**src/design/gpab_pkg.sv**
```systemverilog
// package for the two-port general purpose i/o block
// assumes an 8-bit register port and a single 125 MHz core clock
package gpab_pkg;
	// ****************************************
	// register offsets
	// ****************************************
	localparam logic [7:0] GPAB_OFS_PA_PINS = 8'h05;
	localparam logic [7:0] GPAB_OFS_PB_PINS = 8'h06;
	localparam logic [7:0] GPAB_OFS_ICR = 8'h0B;
	localparam logic [7:0] GPAB_OFS_OPTION = 8'h81;
	localparam logic [7:0] GPAB_OFS_PA_DIR = 8'h85;
	localparam logic [7:0] GPAB_OFS_PB_DIR = 8'h86;
	localparam logic [7:0] GPAB_OFS_PROG = 8'h8F;
	localparam logic [7:0] GPAB_OFS_ACFG = 8'h9F;
	// ****************************************
	// field positions
	// ****************************************
	localparam int GPAB_OPT_PU_N_BIT = 7;
	localparam int GPAB_OPT_EDGE_BIT = 6;
	localparam int GPAB_ICR_CHG_FLAG_BIT = 0;
	localparam int GPAB_ICR_EXT_FLAG_BIT = 1;
	localparam int GPAB_ICR_CHG_EN_BIT = 3;
	localparam int GPAB_ICR_EXT_EN_BIT = 4;
	localparam int GPAB_ACFG_FMT_BIT = 7;
	localparam int GPAB_PA_T0_BIT = 4;
	localparam int GPAB_PA_SS_BIT = 5;
	localparam int GPAB_PB_PROG_BIT = 3;
	localparam int GPAB_PB_EXT_BIT = 0;
	// ****************************************
	// widths and reset values
	// ****************************************
	localparam int GPAB_PA_W = 6;
	localparam int GPAB_PB_W = 8;
	localparam logic [5:0] GPAB_RST_PA_DIR = 6'h3F;
	localparam logic [7:0] GPAB_RST_PB_DIR = 8'hFF;
	localparam logic [7:0] GPAB_RST_OPTION = 8'hFF;
	localparam logic [4:0] GPAB_RST_ACFG = 5'h00;
	localparam logic GPAB_RST_LV_PROG = 1'b1;
endpackage : gpab_pkg

```
**src/design/gpab_sync.sv**
```systemverilog
// two-flop level synchroniser for a group of pins
// assumes inputs are levels; only the second stage is read outside
`timescale 1ns/1ns
module gpab_sync #(
	parameter int W = 8
) (
	input wire logic clk,
	input wire logic nrst,
	input wire logic [W-1:0] d,
	output logic [W-1:0] q
);
	logic [W-1:0] meta_r;
	logic [W-1:0] sync_r;

	always_ff @(posedge clk or negedge nrst) begin
		if (!nrst) begin
			meta_r <= '0;
			sync_r <= '0;
		end else begin
			meta_r <= d;
			sync_r <= meta_r;
		end
	end

	assign q = sync_r;
endmodule : gpab_sync

```
**src/design/gpab_top.sv**
```systemverilog
// general purpose i/o ports a (6 bit) and b (8 bit)
// assumes a core register port with read data one cycle after the strobe
`timescale 1ns/1ns
module gpab_top
	import gpab_pkg::*;
(
	input wire logic clk,
	input wire logic nrst,
	input wire logic [7:0] addr,
	input wire logic [7:0] wdata,
	input wire logic we,
	input wire logic re,
	output logic [7:0] rdata,
	input wire logic [5:0] pa_in,
	output logic [5:0] pa_out,
	output logic [5:0] pa_oe,
	input wire logic [7:0] pb_in,
	output logic [7:0] pb_out,
	output logic [7:0] pb_oe,
	output logic [7:0] pb_pullup,
	input wire logic ssp_ss_en,
	output logic ssp_ss,
	output logic timer0_clock_in,
	output logic lv_program_enable,
	output logic port_change_irq,
	output logic ext_int_irq,
	input wire logic sleep_mode,
	output logic wake
);
	// ****************************************
	// state
	// ****************************************
	typedef struct packed {
		logic [5:0] pa_lat;
		logic [5:0] pa_dir;
		logic [4:0] acfg;
		logic [7:0] pb_lat;
		logic [7:0] pb_dir;
		logic [7:0] opt;
		logic chg_flag;
		logic ext_flag;
		logic chg_en;
		logic ext_en;
		logic lv_prog;
		logic [3:0] pb_old;
		logic pb0_prev;
		logic [7:0] rdata;
		logic [5:0] pa_out;
		logic [5:0] pa_oe;
		logic [7:0] pb_out;
		logic [7:0] pb_oe;
		logic [7:0] pb_pu;
		logic ss;
		logic t0;
		logic prog_pin;
		logic chg_irq;
		logic ext_irq;
		logic wake;
	} gpab_state_t;

	gpab_state_t st_r;
	gpab_state_t st_nxt;
	logic [5:0] pa_s;
	logic [7:0] pb_s;
	logic [3:0] mismatch;
	logic ext_edge;
	logic [5:0] pa_ana;

	// ****************************************
	// analog pin decode
	// ****************************************
	// mask of analog pins on port a, bit 4 never analog
	function automatic logic [5:0] gpab_analog_mask(input logic [3:0] cfg);
		logic [5:0] m;
		m = 6'h2F;
		if (cfg[3:1] == 3'b011) begin
			m = 6'h00;
		end else if (cfg == 4'h4 || cfg == 4'h5 || cfg == 4'hD || cfg == 4'hE || cfg == 4'hF) begin
			m = 6'h0F;
		end
		return m;
	endfunction : gpab_analog_mask

	// ****************************************
	// pin synchronisers
	// ****************************************
	gpab_sync #(.W(GPAB_PA_W)) u_sync_pa (
		.clk(clk),
		.nrst(nrst),
		.d(pa_in),
		.q(pa_s)
	);

	gpab_sync #(.W(GPAB_PB_W)) u_sync_pb (
		.clk(clk),
		.nrst(nrst),
		.d(pb_in),
		.q(pb_s)
	);

	assign pa_ana = gpab_analog_mask(st_r.acfg[3:0]);
	assign mismatch = (pb_s[7:4] ^ st_r.pb_old) & st_r.pb_dir[7:4];
	assign ext_edge = st_r.opt[GPAB_OPT_EDGE_BIT] ?
		(pb_s[GPAB_PB_EXT_BIT] & ~st_r.pb0_prev) :
		(~pb_s[GPAB_PB_EXT_BIT] & st_r.pb0_prev);

	// ****************************************
	// next state
	// ****************************************
	always_comb begin
		logic pb_acc;
		logic [7:0] pb_rd;
		pb_acc = 1'b0;
		pb_rd = pb_s;
		st_nxt = st_r;
		if (st_r.lv_prog) begin
			pb_rd[GPAB_PB_PROG_BIT] = 1'b0;
		end
		// register writes
		if (we) begin
			unique case (addr)
				GPAB_OFS_PA_PINS: st_nxt.pa_lat = wdata[5:0];
				GPAB_OFS_PA_DIR: st_nxt.pa_dir = wdata[5:0];
				GPAB_OFS_ACFG: st_nxt.acfg = {wdata[GPAB_ACFG_FMT_BIT], wdata[3:0]};
				GPAB_OFS_PB_PINS: begin
					st_nxt.pb_lat = wdata;
					pb_acc = 1'b1;
				end
				GPAB_OFS_PB_DIR: st_nxt.pb_dir = wdata;
				GPAB_OFS_OPTION: st_nxt.opt = wdata;
				GPAB_OFS_PROG: st_nxt.lv_prog = wdata[0];
				GPAB_OFS_ICR: begin
					st_nxt.chg_flag = wdata[GPAB_ICR_CHG_FLAG_BIT];
					st_nxt.ext_flag = wdata[GPAB_ICR_EXT_FLAG_BIT];
					st_nxt.chg_en = wdata[GPAB_ICR_CHG_EN_BIT];
					st_nxt.ext_en = wdata[GPAB_ICR_EXT_EN_BIT];
				end
				default: ;
			endcase
		end
		// register reads, data one cycle later
		st_nxt.rdata = 8'h00;
		if (re) begin
			unique case (addr)
				GPAB_OFS_PA_PINS: st_nxt.rdata = {2'b00, pa_s & ~pa_ana};
				GPAB_OFS_PA_DIR: st_nxt.rdata = {2'b00, st_r.pa_dir};
				GPAB_OFS_ACFG: st_nxt.rdata = {st_r.acfg[4], 3'b000, st_r.acfg[3:0]};
				GPAB_OFS_PB_PINS: begin
					st_nxt.rdata = pb_rd;
					pb_acc = 1'b1;
				end
				GPAB_OFS_PB_DIR: st_nxt.rdata = st_r.pb_dir;
				GPAB_OFS_OPTION: st_nxt.rdata = st_r.opt;
				GPAB_OFS_PROG: st_nxt.rdata = {7'h00, st_r.lv_prog};
				GPAB_OFS_ICR: st_nxt.rdata = {3'b000, st_r.ext_en, st_r.chg_en, 1'b0,
					st_r.ext_flag, st_r.chg_flag};
				default: st_nxt.rdata = 8'h00;
			endcase
		end
		// change detection, access relatches the old value
		if (pb_acc) begin
			st_nxt.pb_old = pb_s[7:4];
		end
		if (|mismatch) begin
			st_nxt.chg_flag = 1'b1;
		end
		// external edge, set beats clear
		st_nxt.pb0_prev = pb_s[GPAB_PB_EXT_BIT];
		if (ext_edge) begin
			st_nxt.ext_flag = 1'b1;
		end
		// pin drivers
		st_nxt.pa_out = st_r.pa_lat;
		st_nxt.pa_oe = ~st_r.pa_dir;
		st_nxt.pa_out[GPAB_PA_T0_BIT] = 1'b0;
		st_nxt.pa_oe[GPAB_PA_T0_BIT] = ~st_r.pa_dir[GPAB_PA_T0_BIT] &
			~st_r.pa_lat[GPAB_PA_T0_BIT];
		if (ssp_ss_en) begin
			st_nxt.pa_oe[GPAB_PA_SS_BIT] = 1'b0;
		end
		st_nxt.pb_out = st_r.pb_lat;
		st_nxt.pb_oe = ~st_r.pb_dir;
		if (st_r.lv_prog) begin
			st_nxt.pb_oe[GPAB_PB_PROG_BIT] = 1'b0;
		end
		st_nxt.pb_pu = st_r.opt[GPAB_OPT_PU_N_BIT] ? 8'h00 : st_r.pb_dir;
		// peripheral side signals
		st_nxt.ss = pa_s[GPAB_PA_SS_BIT] | ~ssp_ss_en;
		st_nxt.t0 = pa_s[GPAB_PA_T0_BIT];
		st_nxt.prog_pin = st_r.lv_prog & pb_s[GPAB_PB_PROG_BIT];
		st_nxt.chg_irq = st_r.chg_flag & st_r.chg_en;
		st_nxt.ext_irq = st_r.ext_flag & st_r.ext_en;
		st_nxt.wake = st_r.chg_flag & st_r.chg_en & sleep_mode;
	end

	// ****************************************
	// registers
	// ****************************************
	always_ff @(posedge clk or negedge nrst) begin
		if (!nrst) begin
			st_r <= '0;
			st_r.pa_dir <= GPAB_RST_PA_DIR;
			st_r.acfg <= GPAB_RST_ACFG;
			st_r.pb_dir <= GPAB_RST_PB_DIR;
			st_r.opt <= GPAB_RST_OPTION;
			st_r.lv_prog <= GPAB_RST_LV_PROG;
			st_r.ss <= 1'b1;
		end else begin
			st_r <= st_nxt;
		end
	end

	assign rdata = st_r.rdata;
	assign pa_out = st_r.pa_out;
	assign pa_oe = st_r.pa_oe;
	assign pb_out = st_r.pb_out;
	assign pb_oe = st_r.pb_oe;
	assign pb_pullup = st_r.pb_pu;
	assign ssp_ss = st_r.ss;
	assign timer0_clock_in = st_r.t0;
	assign lv_program_enable = st_r.prog_pin;
	assign port_change_irq = st_r.chg_irq;
	assign ext_int_irq = st_r.ext_irq;
	assign wake = st_r.wake;
endmodule : gpab_top

```
**config.mk**
```make
export PLATFORM = sky130hd
export DESIGN_NAME = gpab_top
export DESIGN_NICKNAME = d
export VERILOG_FILES = /design/src/design/gpab_pkg.sv /design/src/design/gpab_sync.sv /design/src/design/gpab_top.sv
export SDC_FILE = /design/constraint.sdc
export NUM_CORES = 1
export LEC_CHECK = 0
export BUFFER_PORTS_ARGS = -buffer_cell sky130_fd_sc_hd__buf_2
export CORE_MARGIN = 2
export CORE_UTILIZATION = 59
export DETAILED_ROUTE_END_ITERATION = 12
export PLACE_DENSITY = 0.85
export SYNTH_ARGS = -nofsm -noshare
export SYNTH_HDL_FRONTEND = slang
export SYNTH_SLANG_ARGS = --single-unit
```
**constraint.sdc**
```tcl
create_clock -name clk -period 2.3 [get_ports clk]
set_input_delay 0.345 -clock clk [delete_from_list [all_inputs] [get_ports clk]]
set_output_delay 0.345 -clock clk [all_outputs]
set_load 0.01 [all_outputs]
```
==> out/qor.csv <==
stage;metric;value;unit
clocking;Hold Buf Count CTS;16;
clocking;cts repair resizes;0;
global_routing;GRT Total Usage;23.58;%
synth;Syn Std Cell Area;0.004841;sq mm
sta;fmax;0.6304;GHz
place;IO buf count;84;
sta;worst slew pin tran;0.6396;ns
synth;post-synthesis cell type count;46;
synth;synth cell count leaders;dfrtp_1, mux2_2, buf_4;
sta;final slew viol count;0;
detailed_routing;DR iter-0 viols;318;
clocking;clock sink count;128;
synth;Synthesis Warnings;0;
sta;Max-slew headroom;57.36;%
clocking;largest buffer count on any clock path;2;
worst_setup_path;crit-path cells;buf_2, or3_1, nor3_2, nand2_1, buf_4, mux2_2;
sta;post-route setup TNS;0;ns
die;Rows;33;
detailed_routing;WL/cell;17.91;microns
status;status;finished, final reports clean;
pwr;peak supply drop;0.6509;mV
detailed_routing;routed wire length;9691;microns
synth;Mapped Cells;342;
layout;antenna diode count;0;
worst_setup_path;Data arrival, critical path;1.98;ns
clocking;clk_lat worst skew;0.51;ns
layout;Final #Nets;459;
pwr;Power Density;925.2;mW/mm^2
die;Die X;94.58;microns
place;DPL Wire Length;6255;microns
layout;Final Util;73.22;%
synth;Post-synth EDFFs;0;
sta;RSZ-0062 raised after global routing;false;
global_routing;first-pass GRT wire length;15060;microns
sta;# setup viols final;0;
die;IO Pins;86;
detailed_routing;vias;2892;
clocking;H-tree depth;4;
synth;register area share after synthesis;66.79;%
synth;Syn Area/Cell;14.15;sq um
clocking;setup bufs post-CTS;0;
clocking;CTS Buf Count;17;
layout;Area Growth Syn to Fin;22.41;%
layout;share of layout cells above drive strength 1;47.02;%
die;initial core utilization;59.82;%
synth;Yosys reg bits;128;
synth;syn_nets;378;
sta;Tcrit/Tclk final;68.97;%
synth;most frequent cell after synthesis;dfrtp_1;
detailed_routing;Detailed Routing Iterations Pass 1;4;
worst_setup_path;Worst Setup End Kind;flip-flop;
sta;fin crit period;1.586;ns
clocking;clock slew at reported path FFs;0.06;ns
worst_setup_path;crit path max fanout;7;
detailed_routing;Remaining DRCs;0;
synth;most area-consuming cells after synthesis;dfrtp_1, dfstp_2, mux2_2, buf_4, nand2_1;
sta;final hold violations;0;
synth;Post-synth ARST share;100.0;%
worst_setup_path;critical path type;input pin to flip-flop;
clocking;CTS tree;built;
worst_setup_path;Critical Path Start Type;input pin;
worst_setup_path;CP max stage cell;or3_1;
pwr;Leak;2.806;nW
die;Core ar.;0.008093;sq mm
place;RePlAce Congestion;0.8847;
detailed_routing;vias per inst;5.346;
worst_setup_path;CP required;2.69;ns
global_routing;vias in the first global route;2950;
die;die height;94.58;microns
sta;Layout Skew;0.006329;ns
synth;share of the synthesized area in the top cell type;53.76;%
global_routing;pin count of the biggest net entering global routing;129;
synth;Main synth FF type;dfrtp_1;
global_routing;initial antenna violation count;0;
synth;cell taking the most area after synthesis;dfrtp_1;
worst_hold_path;HP Class;input pin to flip-flop;
global_routing;total grt overflow;0;
detailed_routing;Routed Antenna Nets;0;
die;die area;0.008945;sq mm
worst_setup_path;CP max stage delay;0.45;ns
clocking;root buffer cell;clkbuf_8;
flow_run;max_cap viols;0;
state kept, by name (all words and copies together) (netlist names), 8 cells and up:
name              flops
pb_pullup             8
st_r                 38
u_sync_pb.q           8
u_sync_pb.meta_r      8
pb_out                8
rdata                 8
pb_oe                 8
st_nxt               13
metrics by stage:
stage	instance area (sq um)	power (mW)	worst slack [ns]	instances	hold slack (ns)
after floorplan	4841	2.596	0.3727	342	0.04941
after global placement	5135	2.702	0.2477	493	0.3325
after detailed placement	5135	2.713	0.2204	493	0.3358
after CTS	5926	5.529	0.7427	541	0.08108
after global routing	5926	5.669	0.6343	541	0.08841
final	5926	5.483	0.7137	541	0.1030
layout make-up:
class                   count  area [sq um]
flip-flops and latches    128          3233
fillers                   519          2167
multi-input cells         151          1200
repair buffers            111         678.2
clock buffers              18         427.9
clock inverters            14         202.7
well taps                 105         131.4
inverters                  14         52.55
path summary, 6_finish.rpt:
path                                      from              to  slack, ns  cells past startpoint
setup / recovery                       addr[4]      st_nxt[23]       0.71                      6
hold / removal                      sleep_mode            wake       0.10                      2
setup reg to reg                      st_r[55]        rdata[3]       1.01                      4
hold reg to reg            u_sync_pa.meta_r[4]  u_sync_pa.q[4]       0.35                      0
max in group asynchronous                 nrst  u_sync_pa.q[1]       1.36                      3
min in group asynchronous                 nrst       pb_out[7]       0.46                      3
where the power goes:
part,total [mW],switching [mW],internal [mW]
Clock,2.78,0.979,1.81
Sequential,2.43,0.0577,2.37
Combinational,0.268,0.146,0.122
layer usage:
metal	GRT usage [%]	vias to the layer above	wire length, microns
li1	-	1299	-
met4	11.11	0	119
met2	38.04	107	5021
met5	0	-	0
met3	5.427	10	583
met1	30.62	1476	3968
critical path, delay by kind of cell:
family | cells | cell delay, ns
AND/OR/NAND/NOR | 3 | 1.01
multiplexers | 1 | 0.29
buffers and inverters | 2 | 0.35
cell families (layout without fill, tap and decap cells):
| family | count (synthesis) | in the layout | share of synthesized area, % |
|---|---|---|---|
| flip-flops | 128 | 128 | 66.79 |
| AND/OR/NAND/NOR | 64 | 64 | 7.470 |
| AO/OA/AOI/OAI | 32 | 32 | 4.963 |
| buffers and inverters | 63 | 157 | 8.426 |
| multiplexers | 49 | 49 | 11.37 |
| other | 1 | 1 | 0.07747 |
| XOR/XNOR | 5 | 5 | 0.9046 |
placed cells by master, fill, tap and decap left out, types with 2 or more instances in the layout:
master / count
dfrtp_1: 104
buf_2: 83
mux2_2: 48
dfstp_2: 24
nand2_1: 21
clkbuf_16: 16
dlygate4sd3_1: 16
nor2_1: 15
inv_1: 14
buf_4: 11
a22oi_1: 9
a31oi_1: 6
xnor2_1: 5
o22ai_1: 4
a222oi_1: 4
clkinv_4: 4
inv_6: 4
bufinv_16: 4
and2_1: 3
nor3_1: 2
nand4_1: 2
nor2b_1: 2
nand2b_1: 2
nor3b_1: 2
a221oi_1: 2
nand3_1: 2
clkbuf_8: 2
(Power assumes the default switching activity.)
